`config.mk`:
```
export PLATFORM = sky130hd
export DESIGN_NAME = hq_host_port
export DESIGN_NICKNAME = d
export VERILOG_FILES = /design/src/rtl/hq_pkg.sv /design/src/rtl/hq_host_port.sv
export SDC_FILE = /design/constraint.sdc
export NUM_CORES = 2
export LEC_CHECK = 0
export ABC_CLOCK_PERIOD_IN_PS = 6250
export BUFFER_PORTS_ARGS = -buffer_cell sky130_fd_sc_hd__buf_2
export CAP_MARGIN = 5
export CORE_MARGIN = 3
export CORE_UTILIZATION = 40
export CTS_CLUSTER_DIAMETER = 40
export DETAILED_ROUTE_END_ITERATION = 16
export PLACE_DENSITY_LB_ADDON = 0.08
export SLEW_MARGIN = 20
export SYNTH_ARGS = -nofsm -noshare
export SYNTH_HDL_FRONTEND = slang
export SYNTH_SLANG_ARGS = --single-unit
```
`constraint.sdc`:
```
create_clock -name clock -period 6.25 [get_ports clock]
set_clock_uncertainty 0.2 [all_clocks]
set_input_delay 1.25 -clock clock [delete_from_list [all_inputs] [get_ports clock]]
set_output_delay 1.25 -clock clock [all_outputs]
set_load 0.02 [all_outputs]
```
`src/rtl/hq_pkg.sv`:
```
// shared constants and types for the quad transceiver host port
package hq_pkg;
  localparam int HQ_NCHAN = 4;
  localparam int HQ_AW = 6;
  localparam int HQ_DW = 8;
  localparam int HQ_SER_AW = 5;
  localparam int HQ_CMD_RD = 0;
  localparam int HQ_CMD_ADDR = 1;
  localparam int HQ_CMD_BURST = 7;
  localparam int HQ_SDO_BIT = 7;
  localparam logic [2:0] HQ_BIT_LAST = 3'h7;
  localparam logic [2:0] HQ_BIT_RST = 3'h0;
  localparam logic [HQ_AW-1:0] HQ_ADDR_RST = 6'h00;
  localparam logic [7:0] HQ_OE_NONE = 8'h00;
  localparam logic [7:0] HQ_OE_ALL = 8'hff;
  localparam logic HQ_CS_N_RST = 1'b1;

  typedef enum logic [1:0] {
    HQ_MUX = 2'b00,
    HQ_NONMUX = 2'b01,
    HQ_SER = 2'b10,
    HQ_TEST = 2'b11
  } hq_mode_t;

  typedef enum logic [1:0] {
    HQ_S_CMD = 2'b00,
    HQ_S_WR = 2'b01,
    HQ_S_RD = 2'b10,
    HQ_S_DONE = 2'b11
  } hq_ser_t;

  typedef struct packed {
    logic [1:0] kind;
    logic [1:0] chan;
    logic style;
    logic in_edge;
    logic out_edge;
    logic cs_n;
    logic rd;
    logic wr;
    logic ale;
    logic [4:0] addr;
    logic [7:0] data;
  } hq_pins_t;

  typedef struct packed {
    logic vld;
    logic [1:0] chan;
    logic [HQ_AW-1:0] addr;
    logic [HQ_DW-1:0] data;
  } hq_wr_t;

  typedef struct packed {
    hq_pins_t s1;
    hq_pins_t s2;
    hq_pins_t s3;
    logic [HQ_AW-1:0] lat_addr;
    logic [HQ_DW-1:0] wdat;
    hq_ser_t ser;
    logic [2:0] bcnt;
    logic [7:0] sh;
    logic [HQ_SER_AW-1:0] saddr;
    logic burst;
    logic [7:0] bus_o;
    logic [7:0] bus_oe;
    logic int_oe;
    hq_wr_t wr;
  } hq_state_t;
endpackage

```
`src/rtl/hq_host_port.sv`:
```
// host access port: parallel and serial register access, interrupt pin
`timescale 1ns/1ps
`default_nettype none
module hq_host_port
  import hq_pkg::*;
(
  input wire logic clock,
  input wire logic resetn,
  input wire logic bus_kind_sel_lo,
  input wire logic bus_kind_sel_hi,
  input wire logic channel_sel_lo,
  input wire logic channel_sel_hi,
  input wire logic strobe_style_sel,
  input wire logic in_edge_sel,
  input wire logic out_edge_sel,
  input wire logic chip_sel_n,
  input wire logic read_or_data_strobe,
  input wire logic write_or_dir,
  input wire logic addr_latch_or_top_addr,
  input wire logic [4:0] direct_addr_pins,
  input wire logic [7:0] shared_bus_pins_i,
  output logic [7:0] shared_bus_pins_o,
  output logic [7:0] shared_bus_pins_oe,
  input wire logic [HQ_NCHAN-1:0] chan_int_req,
  output logic int_n_o,
  output logic int_n_oe,
  output hq_wr_t wr_evt_o
);
  logic [1:0] rst_sync_r;
  logic rst_n;
  hq_state_t q_r;
  hq_state_t q_nxt;
  hq_pins_t pins;
  hq_pins_t p;
  hq_pins_t o;
  hq_mode_t mode;
  logic [HQ_DW-1:0] bank [HQ_NCHAN*(2**HQ_AW)];
  logic we;
  logic [HQ_AW+1:0] widx;
  logic [HQ_DW-1:0] wd;
  logic cs;
  logic mux;
  logic par;
  logic rd_act;
  logic par_wr_end;
  logic [HQ_AW-1:0] paddr;
  logic [HQ_DW-1:0] rdat_p;
  logic [HQ_DW-1:0] rdat_s;
  logic sdo_bit;
  logic sin_e;
  logic sout_e;
  logic [7:0] sh_new;

  // reset enters asynchronously, leaves through two flops
  always_ff @(posedge clock or negedge resetn) begin
    if (!resetn) begin
      rst_sync_r <= 2'b00;
    end else begin
      rst_sync_r <= {rst_sync_r[0], 1'b1};
    end
  end
  assign rst_n = rst_sync_r[1];

  always_comb begin
    pins.kind = {bus_kind_sel_hi, bus_kind_sel_lo};
    pins.chan = {channel_sel_hi, channel_sel_lo};
    pins.style = strobe_style_sel;
    pins.in_edge = in_edge_sel;
    pins.out_edge = out_edge_sel;
    pins.cs_n = chip_sel_n;
    pins.rd = read_or_data_strobe;
    pins.wr = write_or_dir;
    pins.ale = addr_latch_or_top_addr;
    pins.addr = direct_addr_pins;
    pins.data = shared_bus_pins_i;
  end

  // s1 is only a synchroniser stage; logic reads s2 and s3
  assign p = q_r.s2;
  assign o = q_r.s3;
  assign mode = hq_mode_t'(p.kind);
  assign cs = !p.cs_n;
  assign mux = (mode == HQ_MUX);
  assign par = !p.kind[1];

  // write strobe active for one sampled pin set
  function automatic logic f_wact(hq_pins_t x, logic m);
    logic ds;
    ds = m ? x.rd : !x.rd;
    if (x.style) begin
      f_wact = !x.cs_n && ds && !x.wr;
    end else begin
      f_wact = !x.cs_n && !x.wr;
    end
  endfunction

  function automatic logic f_ract(hq_pins_t x, logic m);
    logic ds;
    ds = m ? x.rd : !x.rd;
    if (x.style) begin
      f_ract = !x.cs_n && ds && x.wr;
    end else begin
      f_ract = !x.cs_n && !x.rd;
    end
  endfunction

  assign rd_act = par && f_ract(p, mux);
  // a write lands when its strobe (or chip select) ends
  assign par_wr_end = par && f_wact(o, mux) && !f_wact(p, mux);
  // nonmuxed address is latch pin over the direct pins
  assign paddr = mux ? q_r.lat_addr : {p.ale, p.addr};
  assign rdat_p = bank[{p.chan, paddr}];
  // serial commands carry five address bits, so they reach 0..31 only
  assign rdat_s = bank[{p.chan, 1'b0, q_r.saddr}];
  assign sdo_bit = rdat_s[q_r.bcnt];
  assign sin_e = p.in_edge ? (!p.rd && o.rd) : (p.rd && !o.rd);
  assign sout_e = p.out_edge ? (p.rd && !o.rd) : (!p.rd && o.rd);
  assign sh_new = {p.wr, q_r.sh[7:1]};

  always_comb begin
    q_nxt = q_r;
    we = 1'b0;
    widx = '0;
    wd = '0;
    q_nxt.s1 = pins;
    q_nxt.s2 = q_r.s1;
    q_nxt.s3 = q_r.s2;
    q_nxt.bus_oe = HQ_OE_NONE;
    // address travels on the shared pins ahead of the data
    if (mux && p.ale && !o.ale) begin
      q_nxt.lat_addr = p.data[HQ_AW-1:0];
    end
    if (f_wact(p, mux)) begin
      q_nxt.wdat = p.data;
    end
    if (rd_act) begin
      q_nxt.bus_o = rdat_p;
      q_nxt.bus_oe = HQ_OE_ALL;
    end
    if (par_wr_end) begin
      we = 1'b1;
      widx = {p.chan, paddr};
      wd = q_r.wdat;
    end
    // serial: chip select high ends the transfer and floats the output
    if (mode != HQ_SER || !cs) begin
      q_nxt.ser = HQ_S_CMD;
      q_nxt.bcnt = HQ_BIT_RST;
      q_nxt.sh = '0;
    end else begin
      q_nxt.bus_oe[HQ_SDO_BIT] = q_r.bus_oe[HQ_SDO_BIT];
      if (sin_e) begin
        case (q_r.ser)
          HQ_S_CMD: begin
            q_nxt.sh = sh_new;
            q_nxt.bcnt = 3'(q_r.bcnt + 3'h1);
            if (q_r.bcnt == HQ_BIT_LAST) begin
              q_nxt.saddr = sh_new[HQ_CMD_ADDR+:HQ_SER_AW];
              q_nxt.burst = sh_new[HQ_CMD_BURST];
              q_nxt.ser = sh_new[HQ_CMD_RD] ? HQ_S_RD : HQ_S_WR;
            end
          end
          HQ_S_WR: begin
            q_nxt.sh = sh_new;
            q_nxt.bcnt = 3'(q_r.bcnt + 3'h1);
            if (q_r.bcnt == HQ_BIT_LAST) begin
              we = 1'b1;
              widx = {p.chan, 1'b0, q_r.saddr};
              wd = sh_new;
              if (q_r.burst) begin
                q_nxt.saddr = 5'(q_r.saddr + 5'h01);
              end else begin
                q_nxt.ser = HQ_S_DONE;
              end
            end
          end
          default: begin
          end
        endcase
      end
      // last driven bit is held until the next update or deselect
      if (sout_e && q_r.ser == HQ_S_RD) begin
        q_nxt.bus_o[HQ_SDO_BIT] = sdo_bit;
        q_nxt.bus_oe[HQ_SDO_BIT] = 1'b1;
        q_nxt.bcnt = 3'(q_r.bcnt + 3'h1);
        if (q_r.bcnt == HQ_BIT_LAST) begin
          if (q_r.burst) begin
            q_nxt.saddr = 5'(q_r.saddr + 5'h01);
          end else begin
            q_nxt.ser = HQ_S_DONE;
          end
        end
      end
    end
    if (mode == HQ_TEST) begin
      q_nxt.bus_oe = HQ_OE_NONE;
    end
    q_nxt.int_oe = (mode != HQ_TEST) && (|chan_int_req);
    q_nxt.wr.vld = we;
    q_nxt.wr.chan = widx[HQ_AW+1:HQ_AW];
    q_nxt.wr.addr = widx[HQ_AW-1:0];
    q_nxt.wr.data = wd;
  end

  always_ff @(posedge clock or negedge rst_n) begin
    if (!rst_n) begin
      q_r <= '0;
      // pin stages wake up deselected: an all-zero pin set would look
      // like an active strobe whose end then fires a phantom write
      q_r.s1.cs_n <= HQ_CS_N_RST;
      q_r.s2.cs_n <= HQ_CS_N_RST;
      q_r.s3.cs_n <= HQ_CS_N_RST;
    end else begin
      q_r <= q_nxt;
    end
  end

  // register banks have no reset; software initialises them
  always_ff @(posedge clock) begin
    if (we) begin
      bank[widx] <= wd;
    end
  end

  // open drain: only ever pulls low
  assign int_n_o = 1'b0;
  assign int_n_oe = q_r.int_oe;
  assign shared_bus_pins_o = q_r.bus_o;
  assign shared_bus_pins_oe = q_r.bus_oe;
  assign wr_evt_o = q_r.wr;
endmodule
`default_nettype wire

```
; Word level (Yosys, flattened, before mapping)
; Memory sizes are Yosys's and may differ from the RTL's.
; Cells that the tools add are included.
[classes]
n_addsub = 2
magnitude_cmp = 1
n_eq_ne = 6
mux = 50
bitwise_logic = 1
n_reduce_logical = 38
[op_table]
columns = op, count
row1 = $mux 8, 11
row2 = $pmux 18 s2, 1
row3 = $mux 5, 6
row4 = $mux 1, 20
row5 = $mux 19, 1
row6 = $logic_and 1x1->1, 17
row7 = $mux 16, 1
row8 = $mux 13, 1
row9 = $mux 2, 6
row10 = $mux 6, 2
row11 = $logic_not 1->1, 9
row12 = $reduce_bool 3->1, 3
row13 = $add 5x1->5 const B, 1
row14 = $eq 2x2->1 const B, 2
row15 = $logic_not 2->1, 2
row16 = $lt 3x4->1 const B, 1
row17 = $ne 2x2->1 const B, 2
row18 = $reduce_and 2->1, 2
row19 = $reduce_and 4->1, 1
row20 = $reduce_bool 4->1, 1
row21 = $reduce_or 4->1, 1
row22 = $add 3x1->3 const B, 1
row23 = $bmux 1 s3, 1
row24 = $eq 3x3->1 const B, 1
row25 = other kinds (4), 4
[totals]
reg_bits = 122
mem_bits_rw = 2048
out_inout_bits = 35
memories = 1
[mem_list]
columns = name, words, word_bits, read_ports, rd_ports_with_merged_regs, write_ports, line
row1 = bank, 256, 8, 2, 0, 1, hq_host_port.sv:37  ; logic [HQ_DW-1:0] bank [HQ_NCHAN*(2**HQ_AW)];

; Depth between registers and ports, before layout
[depth]
word_depth = 14
mapped_depth = 16
mapped_depth_nobuf = 9

; Least setup slack after synthesis
; No wires, ideal clock.
[synth_timing]
path_kind = register to register
startpoint = register q_r (netlist bit mode[0])
endpoint = memory bank[0][0] (data pin)
setup_ns = 0.867
arrival_time_ns = 5.068
path_slack_ns = 0.115
stages_incl_launch_ff = 11
path_buffers = 5
cell_sequence = dfrtp_1 -> buf_6 -> or2_1 -> buf_4 -> xnor2_1 -> a211o_1 -> buf_2 -> and3_1 -> buf_2 -> buf_2 -> a22o_1
[synth_rtl]
columns = item, line
row1 = "start, declared", hq_host_port.sv:31  ; hq_state_t q_r;
row2 = "start signal, assigned", hq_host_port.sv:214  ; q_r <= q_nxt;
row3 = "end, declared", hq_host_port.sv:37

; Worst setup path after layout
[layout_timing]
startpoint = register q_r (netlist bit mode[0])
endpoint = register q_r (netlist bit shared_bus_pins_o[6])
[layout_via]
elab_chain_len = 6
elab_cells_between_ends = 8
classes_between = mux (3) / reduce/logical (4) / memory (1)
[layout_lines]
columns = item, line
row1 = $logic_not 2->1 *, hq_host_port.sv:83  ; assign mux = (mode == HQ_MUX);
row2 = "parallel branches: the longest is 5 deep, another holds $mem_v2 256x8", --
; Mark *: on every way between the ends.
; A chain may end at the register's enable or synchronous reset.

==> results by group <==
Min path
  – WHS Path Cells: 0
  – WHS Endpoint: p[21]
  – Min-delay src: q_nxt[112]
  – Hold WC Path Type: flop to flop

Worst setup path
  – Setup Crit Path Kind: flop to flop
  – Worst R2R Start: mode[0]
  – Critical path fanouts, max: 72
  – R2R Path End: shared_bus_pins_o[6]
  – CP Launch Type: flop
  – Crit path arrival time: 6.50 ns
  – CP required: 6.93 ns
  – Cells on worst reg2reg path: 12
  – Crit end category: flop
  – R2r setup slk: 0.43 ns

Route
  – First-pass DRT Iterations: 8
  – Detail Route Antenna Nets: 0
  – Drt initial violations: 8468
  – DRC viols: 0
  – WL/cell: 33.7 um
  – Final WL: 361000 um
  – Vias per Instance: 6.20
  – Via Count: 66437

STA
  – Sum Neg Setup Slack: 0 ns
  – Slew Limit Headroom: 13.9%
  – Final Critical Period: 5.82 ns
  – Tightest Pin Transition: 1.28 ns
  – Fin crit share: 93.1%
  – Hold Fails Final Rpt: 0
  – RSZ-0062 raised after global routing: false
  – Final setup vio count: 0
  – Fin. max-slew vios: 0
  – Max frequency: 172 MHz

Synthesis
  – Syn Nets: 7070
  – Post-synth top flop: edfxtp_1
  – Yosys warns: 0
  – Synth top area cells: edfxtp_1 (65%), nand2_1 (6.1%), mux4_2 (4.8%)
  – Mean post-synth cell area: 13.5 um^2
  – Synth Area in XOR/XNOR: 0.0277%
  – Post-synth ARST share: 5.32%
  – Post-synthesis cell type count: 79
  – Post-synthesis sequential area ratio: 67.9%
  – Post-Synth Simple-Gate Area: 12.1%
  – Yosys top cell by area: edfxtp_1
  – Mux cell area share after synthesis: 8.39%
  – Mapped Area: 94800 um^2
  – Syn Inst Count: 7037
  – Yosys reg bits: 2163
  – Compound-Gate Fraction of Synth Area: 8.34%
  – Largest family of logic cells by synthesized area: simple AND/OR/NAND/NOR gates
  – EDFF count, synth: 2048
  – Post-Synth Adder-Cell Area: 0.0396%
  – Synth top area share: 64.9%

Layout
  – Fillers: 20632
  – Final Non-Filler Cells: 10713
  – Share of post-route cells with drive strength above 1: 17.8%
  – Area Overhead vs Synth: 19.1%
  – Nets@finish: 7293
  – Sequential standard cell area: 64400 um^2
  – Area taken by multi-input logic gates: 27700 um^2

Placed design
  – IO buf count: 63
  – Final GP Congestion: 0.911
  – Hpwl dp: 228000 um
  – Post-Place Cells: 10035

Power and ir drop
  – Max VDD drop: 0.280 mV
  – PD cells: 359 nW/um^2
  – Pleak: 39.5 nW

Floorplan
  – Die area: 243000 um^2
  – Starting density of the core: 40.3%
  – Die H: 493 um
  – IO Pins: 65
  – Rows: 178
  – Placeable Area: 235000 um^2
  – Die Width: 493 um

Global route
  – Initial antenna violation count: 24
  – First-pass GRT wire length: 507000 um
  – GRT Total Usage: 29.2%
  – Vias in the first global route: 64461
  – Total grt overflow: 0
  – Largest net degree at the start of global routing: 111

Clocking
  – Total number of H-tree levels: 5
  – Clock Latency Late Sink: 0.95 ns
  – Clock transition at the registers of the reported paths: 0.06 ns
  – Root Buffer: clkbuf_16
  – Clk sink count: 2163
  – CTS Buf Count: 372
  – Max Buffers Root-to-Sink: 4
  – CTS tree: built

Job
  – MaxCap Viol Count: 0

Run status
  – Outcome: finished, final reports clean
## worst max path at each step
stage | from | slack, ns | cells after the start | end
after floorplan | mode[0] | 0.12 | 10 | bank[0][0]
after global placement | mode[0] | 0.68 | 13 | shared_bus_pins_o[3]
after detailed placement | mode[0] | 0.59 | 13 | shared_bus_pins_o[3]
after CTS | mode[0] | 0.59 | 13 | shared_bus_pins_o[3]
after global routing | mode[0] | 0.33 | 12 | shared_bus_pins_o[6]
final | mode[0] | 0.43 | 12 | shared_bus_pins_o[6]
## cell type report
| cell class | count | share of cell area (%) |
|---|---|---|
| antenna | 8 | 0.0177 |
| clock buffer | 402 | 8.44 |
| clock inverter | 267 | 2.71 |
| inverter | 19 | 0.0654 |
| multi-input combinational | 4250 | 24.6 |
| sequential | 2163 | 57.1 |
| tap | 3150 | 3.49 |
| timing repair buffer | 454 | 3.67 |
## synthesized netlist by cell type, drive strengths merged, types with 9 or more instances
library cell,n
inv,17
o311ai,9
a32oi,96
a21oi,97
edfxtp,2048
o31a,9
o22ai,44
a22o,9
a31oi,101
mux4,204
and3,223
mux2,21
a211oi,174
a311o,9
nand4,28
nor4,23
nand2,1531
dfrtp,112
mux2i,310
a22oi,13
a311oi,284
and2,10
o21ai,56
a211o,9
clkbuf,212
a2111oi,10
nand3,377
nor2,320
o221ai,71
nor3,131
buf,393
## cells by family after synthesis
kind of cell	count (synthesis)
compound gates	1032
xor+xnor	3
fa+ha+maj	3
buf+inv	624
flops	2163
mux	535
other cells	2
simple gates	2675
## worst max-delay path, cell delays in order, from the launching register on
cell	delay (ns)
dfrtp_1	0.60
or3b_4	0.59
and2_4	1.02
buf_12	0.39
buf_4	0.40
buf_4	0.32
nand2_1	0.10
a311oi_1	0.27
o21ai_0	0.18
a21oi_1	0.28
nor4_1	0.09
nor3_1	0.96
o31a_1	0.26
## where the power goes
part           total, mW  internal, mW  switching (mW)
Combinational       3.94          1.22            2.72
Clock               20.6          13.1            7.52
Sequential          16.0          15.8           0.151
Total               40.5          30.1            10.4
## routing by layer
metal	GRT usage, %	vias up	part of all wire (%)
met2	44.6	3549	45
li1	-	27743	-
met1	40.5	34355	41
met5	0	-	0.10
met4	12.0	22	4.6
met3	6.38	768	9.1
## state kept, by name (all words and copies together) (netlist names)
name / count
bank: 2048
q_r: 32
wr_evt_o: 17
shared_bus_pins_o: 8
mode: 2
q_nxt: 24
shared_bus_pins_oe: 2
o: 5
p: 22
int_n_oe: 1
rst_sync_r: 2
## placed cells by master, fill, tap and decap left out, types with 10 or more instances in the layout
cell type,n
clkinv_1,41
o22ai_1,44
buf_4,318
nand3_1,376
mux4_2,204
nor3_1,127
edfxtp_1,2048
and3_1,223
a21oi_1,97
clkinv_8,10
a32oi_1,96
inv_6,40
o221ai_1,71
nand2_1,1514
nor4_1,23
inv_1,14
mux2_2,18
dfrtp_1,106
clkbuf_16,377
clkbuf_1,25
a31oi_1,100
nand2_2,15
o21ai_0,53
inv_8,11
clkinv_4,42
buf_12,71
buf_2,63
clkinvlp_4,39
a211oi_1,174
a311oi_1,283
nand4_1,28
nor2_1,314
mux2i_1,306
a22oi_1,12
clkinv_2,36
bufinv_16,46
## repair_timing
| item | in CTS | in global routing |
|---|---|---|
| setup buffers | 0 | 0 |
| hold buffers | 1 | 0 |
| resized for setup | 0 | 0 |
| endpoints found under the hold margin | 2 | 0 |
## per-stage QoR
stage	hold slack (ns)	worst slack [ns]	util [%]	power, mW	cell area, um^2
finish	0.150	0.428	47.9	40.5	113000
global route	0.154	0.330	47.9	41.5	113000
CTS	0.135	0.594	47.9	40.7	113000
detailed placement	0.136	0.593	42.6	20.2	100000
global placement	0.135	0.681	42.6	20.2	100000
floorplan	0.131	0.115	-	18.4	94800
No activity file was read; power rests on OpenSTA's default activity.
